$ cat config.mk
export PLATFORM = sky130hd
export DESIGN_NAME = dacrs_top
export DESIGN_NICKNAME = d
export VERILOG_FILES = /design/src/dacrs_pkg.sv /design/src/dacrs_chan_decode.sv /design/src/dacrs_top.sv
export SDC_FILE = /design/constraint.sdc
export NUM_CORES = 1
export LEC_CHECK = 0
export BUFFER_PORTS_ARGS = -buffer_cell sky130_fd_sc_hd__buf_4
export CORE_MARGIN = 2
export CORE_UTILIZATION = 50
export CTS_BUF_LIST = sky130_fd_sc_hd__clkbuf_2
export DETAILED_ROUTE_END_ITERATION = 8
export GPL_ROUTABILITY_DRIVEN = 1
export GPL_TIMING_DRIVEN = 1
export PLACE_DENSITY = 0.77
export SETUP_SLACK_MARGIN = 0.15
export SLEW_MARGIN = 20
export SYNTH_ARGS = -nofsm -noshare
export SYNTH_HDL_FRONTEND = slang
export SYNTH_HIERARCHICAL = 1
export SYNTH_SLANG_ARGS = --single-unit
$ cat constraint.sdc
create_clock -name clk -period 1.82 [get_ports clk]
set_input_delay 0.091 -clock clk [delete_from_list [all_inputs] [get_ports clk]]
set_output_delay 0.091 -clock clk [all_outputs]
set_load 0.1 [all_outputs]
$ cat src/dacrs_pkg.sv
// How it works
// RULE1: Each channel has an overrange enable bit that widens only voltage ranges, never current ranges, and resets to disabled.
// RULE2: The three-bit range select decodes 000 0-5 V (reset), 001 0-10 V, 010 +-5 V, 011 +-10 V, 100 4-20 mA, 101 0-20 mA, 110 0-24 mA.
// RULE3: Issuing the reset function through the software register resets the whole part.
// RULE4: Bit D12 of a software register write sets or clears the user toggle bit seen at status position D11.
// RULE5: With the watchdog on, the host writes 0x195 to the software register before each timeout ends.
// RULE6: With the watchdog on and no code within the timeout, the alert output signals a fault.
// RULE7: With the watchdog off, no code writes are needed and no watchdog fault is raised.
// RULE8: A write whose top three bits are 100 selects the software register; D12 is the toggle value and D11 to D0 the function code.
// RULE9: Writing 0x555 into the function-code bits performs the software reset.
// RULE10: Every accepted watchdog code write restarts the timeout count.
package dacrs_pkg;
	localparam int NUM_CH = 4;
	localparam logic [2:0] SW_REG_SEL = 3'h4;
	localparam int SEL_MSB = 15;
	localparam int SEL_LSB = 13;
	localparam int TOGGLE_POS = 12;
	localparam int CODE_MSB = 11;
	localparam logic [11:0] RESET_CODE = 12'h555;
	localparam logic [11:0] WDOG_CODE = 12'h195;
	localparam int STATUS_TOGGLE_POS = 11;
	localparam logic [2:0] RANGE_RESET = 3'h0;
	localparam logic OVR_RESET = 1'b0;
	localparam int CLK_HZ = 20000000;
	localparam int WDOG_TIMEOUT_US = 1000;
	localparam int WDOG_CYCLES = WDOG_TIMEOUT_US * (CLK_HZ / 1000000);

	typedef enum logic [2:0] {
		DACRS_R_0_5V,
		DACRS_R_0_10V,
		DACRS_R_PM5V,
		DACRS_R_PM10V,
		DACRS_R_4_20MA,
		DACRS_R_0_20MA,
		DACRS_R_0_24MA,
		DACRS_R_BAD
	} dacrs_range_t;

	typedef struct packed {
		logic is_voltage;
		logic is_current;
		logic is_bipolar;
		logic overrange;
		logic valid;
	} dacrs_chan_t;
endpackage

$ cat src/dacrs_chan_decode.sv
`timescale 1ns/10ps
module dacrs_chan_decode
	import dacrs_pkg::*;
(
	input wire logic [2:0] output_range_select, // Range field.
	input wire logic voltage_overrange_enable, // Overrange request.
	output dacrs_chan_t info // Decoded channel mode.
);
	always_comb
	begin
		info = '0;
		info.valid = 1'b1;
		unique case (output_range_select)
			3'h0, 3'h1:
			begin
				info.is_voltage = 1'b1; // see RULE2
			end
			3'h2, 3'h3:
			begin
				info.is_voltage = 1'b1;
				info.is_bipolar = 1'b1; // see RULE2
			end
			3'h4, 3'h5, 3'h6:
			begin
				info.is_current = 1'b1; // see RULE2
			end
			default:
			begin
				info.valid = 1'b0;
			end
		endcase
		// Current ranges never take the overrange.
		info.overrange = info.is_voltage & voltage_overrange_enable; // see RULE1
	end
endmodule // dacrs_chan_decode

$ cat src/dacrs_top.sv
`timescale 1ns/10ps
module dacrs_top
	import dacrs_pkg::*;
#(
	parameter int WDOG_COUNT = WDOG_CYCLES
)
(
	input wire logic clk, // 20 MHz clock.
	input wire logic rstn, // Synchronous reset, active low.
	input wire logic wr_valid, // One-cycle strobe of a received frame.
	input wire logic [15:0] wr_data, // Frame data bits D15 to D0.
	input wire logic ctrl_wr, // Control register write strobe.
	input wire logic [1:0] ctrl_ch, // Channel of the control write.
	input wire logic [2:0] ctrl_range, // New output_range_select.
	input wire logic ctrl_ovr, // New voltage_overrange_enable.
	input wire logic wdog_enable, // Watchdog on.
	output logic [11:0] output_range_select, // Ranges, three bits a channel.
	output logic [3:0] overrange_active, // Effective overrange per channel.
	output logic [3:0] current_mode, // Channel in a current range.
	output logic [15:0] status, // Status word, toggle at D11.
	output logic soft_reset, // Pulse on software reset.
	output logic alert // Watchdog fault, level.
);
	logic [2:0] range_q [NUM_CH];
	logic [NUM_CH-1:0] ovr_q;
	logic toggle;
	logic [31:0] wd_cnt;
	logic sw_sel;
	logic do_reset;
	logic wd_kick;
	dacrs_chan_t info [NUM_CH];

	// ------------------------------------------------------------
	// Software register decode
	// ------------------------------------------------------------
	assign sw_sel = wr_valid && wr_data[SEL_MSB:SEL_LSB] == SW_REG_SEL; // see RULE8
	assign do_reset = sw_sel && wr_data[CODE_MSB:0] == RESET_CODE; // see RULE9
	assign wd_kick = sw_sel && wr_data[CODE_MSB:0] == WDOG_CODE; // see RULE5

	always_ff @(posedge clk)
	begin
		if (!rstn)
			soft_reset <= 1'b0;
		else
			soft_reset <= do_reset; // see RULE3
	end

	// ------------------------------------------------------------
	// Per-channel range and overrange
	// ------------------------------------------------------------
	genvar g;
	generate
		for (g = 0; g < NUM_CH; g++)
		begin : g_ch
			always_ff @(posedge clk)
			begin
				if (!rstn || do_reset)
				begin
					range_q[g] <= RANGE_RESET; // see RULE2
					ovr_q[g] <= OVR_RESET; // see RULE1
				end
				else if (ctrl_wr && ctrl_ch == 2'(g))
				begin
					range_q[g] <= ctrl_range;
					ovr_q[g] <= ctrl_ovr;
				end
			end

			dacrs_chan_decode u_dec (
				.output_range_select(range_q[g]),
				.voltage_overrange_enable(ovr_q[g]),
				.info(info[g])
			);

			always_ff @(posedge clk)
			begin
				if (!rstn)
				begin
					output_range_select[3*g +: 3] <= RANGE_RESET;
					overrange_active[g] <= 1'b0;
					current_mode[g] <= 1'b0;
				end
				else
				begin
					output_range_select[3*g +: 3] <= range_q[g];
					overrange_active[g] <= info[g].overrange; // see RULE1
					current_mode[g] <= info[g].is_current;
				end
			end
		end
	endgenerate

	// ------------------------------------------------------------
	// User toggle bit and status
	// ------------------------------------------------------------
	always_ff @(posedge clk)
	begin
		if (!rstn || do_reset)
			toggle <= 1'b0;
		else if (sw_sel && !do_reset)
			toggle <= wr_data[TOGGLE_POS]; // see RULE4
	end

	always_ff @(posedge clk)
	begin
		if (!rstn)
			status <= 16'h0000;
		else
		begin
			status <= 16'h0000;
			status[STATUS_TOGGLE_POS] <= toggle; // see RULE4
			status[0] <= alert;
		end
	end

	// ------------------------------------------------------------
	// Interface watchdog
	// ------------------------------------------------------------
	always_ff @(posedge clk)
	begin
		if (!rstn || do_reset || !wdog_enable || wd_kick)
			wd_cnt <= 32'h0; // see RULE10
		else if (wd_cnt < 32'(WDOG_COUNT))
			wd_cnt <= wd_cnt + 32'h1;
	end

	always_ff @(posedge clk)
	begin
		if (!rstn || do_reset || !wdog_enable)
			alert <= 1'b0; // see RULE7
		else if (wd_kick)
			alert <= 1'b0;
		else if (wd_cnt >= 32'(WDOG_COUNT) - 32'h1)
			alert <= 1'b1; // see RULE6
	end
endmodule // dacrs_top

# Word level (Yosys, flattened, before mapping)
# Memories as Yosys holds them, arrays and structs flattened.
# Index checks and enable logic that the tools add are counted.
classes:
  addsub: 1
  magnitude_cmp: 2
  n_eq_ne: 30
  mux: 26
  n_bitwise: 8
  n_reduce_logical: 28
ops:
  columns: ["op", "n"]
  rows:
  - ["equality test 3 bit, second input constant", 13]
  - ["adder 32 x 1 -> 32 bit, second input constant", 1]
  - ["greater-or-equal comparator 32 x 15 -> 1 bit, second input constant", 1]
  - ["< comparator 32 x 15 -> 1 bit, second input constant", 1]
  - ["equality test 3 x 2 -> 1 bit, second input constant", 8]
  - ["2-to-1 mux 1 bit", 22]
  - ["OR reduction 4 bit", 4]
  - ["equality test 12 x 11 -> 1 bit, second input constant", 1]
  - ["equality test 12 x 9 -> 1 bit, second input constant", 1]
  - ["equality test 3 x 1 -> 1 bit, second input constant", 4]
  - ["zero test 3 bit", 4]
  - ["2-to-1 mux 3 bit", 4]
  - ["OR reduction 3 bit", 4]
  - ["logical AND 1 bit", 8]
  - ["bitwise AND 1 bit", 4]
  - ["equality test 2 bit, second input constant", 2]
  - ["bitwise OR 1 bit", 4]
  - ["zero test 1 bit", 3]
  - ["logical OR 1 bit", 3]
  - ["equality test 2 x 1 -> 1 bit, second input constant", 1]
  - ["zero test 2 bit", 1]
  - ["OR reduction 2 bit", 1]
word_totals:
  regBits: 75
  ram_bits: 12
  in_bits: 27
  output_inout_bits: 38
  memories: 1
mem_list:
  columns: ["name", "words", "width", "rd", "rd_ports_with_merged_regs", "wr", "line", "source"]
  rows:
  - ["range_q", 4, 3, 4, 0, 4, "dacrs_top.sv:24", "logic [2:0] range_q [NUM_CH];"]

# Depth between registers and ports, before layout
logic_depth:
  ltp_word: 7
  ltp_mapped: 8
  ltp_nobuf: 6

# By module
# The synthesis kept the hierarchy.
modules_own_cells:
  columns: ["mod", "instances", "cells_per_inst", "area_per_inst_um2", "seq_area_each_um2"]
  rows:
  - ["dacrs_top", 1, 277, 2845.2, 1581.5]
  - ["dacrs_chan_decode", 4, 5, 32.5, 0.0]

# Least setup slack after synthesis
# Ideal clock, no wire load.
synth_path:
  kind: "register to register"
  startpoint: "reg wd_cnt[31]"
  endpoint: "reg wd_cnt[8]"
  arrival_time_ns: 1.842
  required_ns: 1.748
  setup_slack_ns: -0.094
  stages_incl_launch_ff: 6
  path_cell_list: "dfxtp_1 > or4_4 > a211oi_4 > nand3_4 > or4_1 > a21oi_1"
synth_via:
  elab_chain_cells: 1
synth_rtl:
  columns: ["element", "line", "source"]
  rows:
  - ["start: declaration", "dacrs_top.sv:27", "logic [31:0] wd_cnt;"]
  - ["start signal: assignment", "dacrs_top.sv:124", "wd_cnt <= wd_cnt + 32'h1;"]
  - ["< comparator 32 x 15 -> 1 bit", "dacrs_top.sv:123", "else if (wd_cnt < 32'(WDOG_COUNT))"]
# Every way passes these cells.
# A chain may end at the register's enable or synchronous reset.

# Final worst setup path
layout_path:
  startpoint: "reg wd_cnt[22]"
  endpoint: "reg wd_cnt[8]"
# Same word-level chain as after synthesis.

==> out/results.ini <==
[floorplan]
start_util_pct = 52.3
die_x_um = 80.4
die_height_um = 80.4
rows = 27
coreArea_um2 = 5570
dieArea_um2 = 6460
boundaryPins = 65

[grt]
antenna_found_initial = 0
grt_pass1_vias = 2093
grtUsageTotal_pct = 20.1
grt-ovfl-total = 0
grt_max_degree = 26
grt_pass1_wl_um = 9670

[worst_hold_path]
hold_path.class = primary input to flip-flop
holdPathEnd = ovr_q[2]$_SDFFE_PP0P_
min-delay-start = wr_valid
hold-path-cell-count = 4

[clock_network]
cts_buffers = 9
htree_levels = 3
ctsRootBufferMaster = clkbuf_2
clk_path_buf_depth = 2
clock_latency_ps = 500
cts_tree = yes
path_clk_slew_ps = 210
clock-sinks = 73

[sta]
fin_worst_skew_ps = 20.0
min_period_over_period_pct = 109
rsz0062_at_grt = true
slew_viol_final = 0
hold_violations = 0
fin_ws_ps = -165
clock.fmax_mhz = 504
setup_viol = 10
timing.final.crit_period_ps = 1980
hold_ws_ps = 50.2

[synth]
syn_inst = 285
syn-cell-area_um2 = 2920
syn_avg_cell_area_um2 = 10.2
yosysWarnings = 6

[power]
power_leakage_nw = 1.58
total_power_mw = 3.13
peakVddDrop_uv = 871
powerDensity_nw_per_um2 = 817

[route]
wl_um = 6060
postRouteAntennaNets = 0
viasPerCell = 5.13
wl_per_cell_um = 13.5
drt_iter0_drc = 193
drc = 0
vias = 2296
dr.pass1.iters = 4

[worst_setup_path]
crit_slowest_cell = or4_4
path_cells = or4_4, a211oi_4, nand3_4, or4_4, a21oi_2
cp.required_ps = 2270
r2r_cells = 5
crit_path_max_incr_delay_ps = 560
worstPathMaxFanout = 4
worstSetupEndpointType = flip-flop
cp-start-kind = flip-flop
timing.rr.end = wd_cnt[8]$_SDFFE_PP0N_
cp.arrival_ps = 2430
r2r_slack_ps = -160
path_class = flip-flop to flip-flop
path_common_cell = or4_4
r2r-start = wd_cnt[22]$_SDFFE_PP0N_

[placed_design]
dp_hpwl_um = 3840
routabilityCongestion = 0.844
place.port_buffers = 50
dpl_cell_area_um2 = 3390

[finish]
layout_commonest_cell = buf_4
final_cell_mix = 64 x buf_4, 57 x dfxtp_1, 38 x and2_1
num-fill-cells = 420
drive_above_1_share_pct = 30.6
finalNetCount = 399
diodes = 0
syn_to_final_growth_pct = 31.4
final_area_um2 = 3830
fin_util_pct = 68.7

[status]
status = finished, violations left
violations = negative setup slack

[run]
drv_cap = 0

[per-layer routing]
| metal | vias to the layer above | wire length [um] | global-route usage, % |
|---|---|---|---|
| li1 | 1138 | - | - |
| met1 | 1064 | 2600 | 24.9 |
| met2 | 87 | 2970 | 31.8 |
| met3 | 7 | 416 | 5.73 |
| met4 | 0 | 82 | 10.0 |
| met5 | - | 0 | 0 |
[worst max-delay path, delay by kind of cell (launching register included)]
family	cells	cell delay [ps]
flops	1	350
compound gates	2	470
simple gates	3	1110
[how the worst max path moves through the flow]
stage	cells past startpoint	slack, ps	from	endpoint
after floorplan	5	-90	wd_cnt[31]$_SDFFE_PP0N_	wd_cnt[8]$_SDFFE_PP0N_
after global placement	5	-30	wd_cnt[31]$_SDFFE_PP0N_	wd_cnt[8]$_SDFFE_PP0N_
after detailed placement	5	-110	wd_cnt[31]$_SDFFE_PP0N_	wd_cnt[8]$_SDFFE_PP0N_
after CTS	5	-120	wd_cnt[27]$_SDFFE_PP0N_	wd_cnt[8]$_SDFFE_PP0N_
after global routing	5	-240	wd_cnt[22]$_SDFFE_PP0N_	wd_cnt[8]$_SDFFE_PP0N_
final	5	-160	wd_cnt[22]$_SDFFE_PP0N_	wd_cnt[8]$_SDFFE_PP0N_
[area by class of cell]
type	instances	area, um2	area share, %
timing repair buffer	88	723	18.9
inverter	3	11.3	0.294
clock inverter	6	65.1	1.70
clock buffer	10	50.0	1.31
multi-input combinational	196	1300	34.0
sequential	73	1590	41.4
tap	72	90.1	2.35
[per-stage QoR]
step	TNS (ps)	setup WS, ps	cells
after floorplan	-145	-94.2	298
after global placement	-45.2	-29.0	407
after detailed placement	-236	-108	407
after CTS	-732	-122	446
after global routing	-1960	-238	448
final	-834	-165	448
[power by group]
group / total [mW] / internal (mW) / switching, mW
logic: 0.515 / 0.131 / 0.384
clock network: 0.897 / 0.328 / 0.569
registers: 1.72 / 1.69 / 0.0237
total: 3.13 / 2.15 / 0.977
[sequential cells by signal, indices dropped and copies added, names as in the netlist, 2 cells and up]
name	flops
wd_cnt	32
output_range_select	12
range_q	12
current_mode	4
overrange_active	4
ovr_q	4
status	2
[timing repair]
| action | 4_1_cts | 5_1_grt |
|---|---|---|
| gates resized for setup | 9 | 11 |
| hold buffers | 22 | 1 |
| setup buffers | 1 | 2 |
| hold endpoints to repair | 38 | 1 |
| endpoints found under the setup margin | 16 | 18 |
| pin swaps | 15 | 10 |
Note: power is estimated with default switching activity, not from simulation.
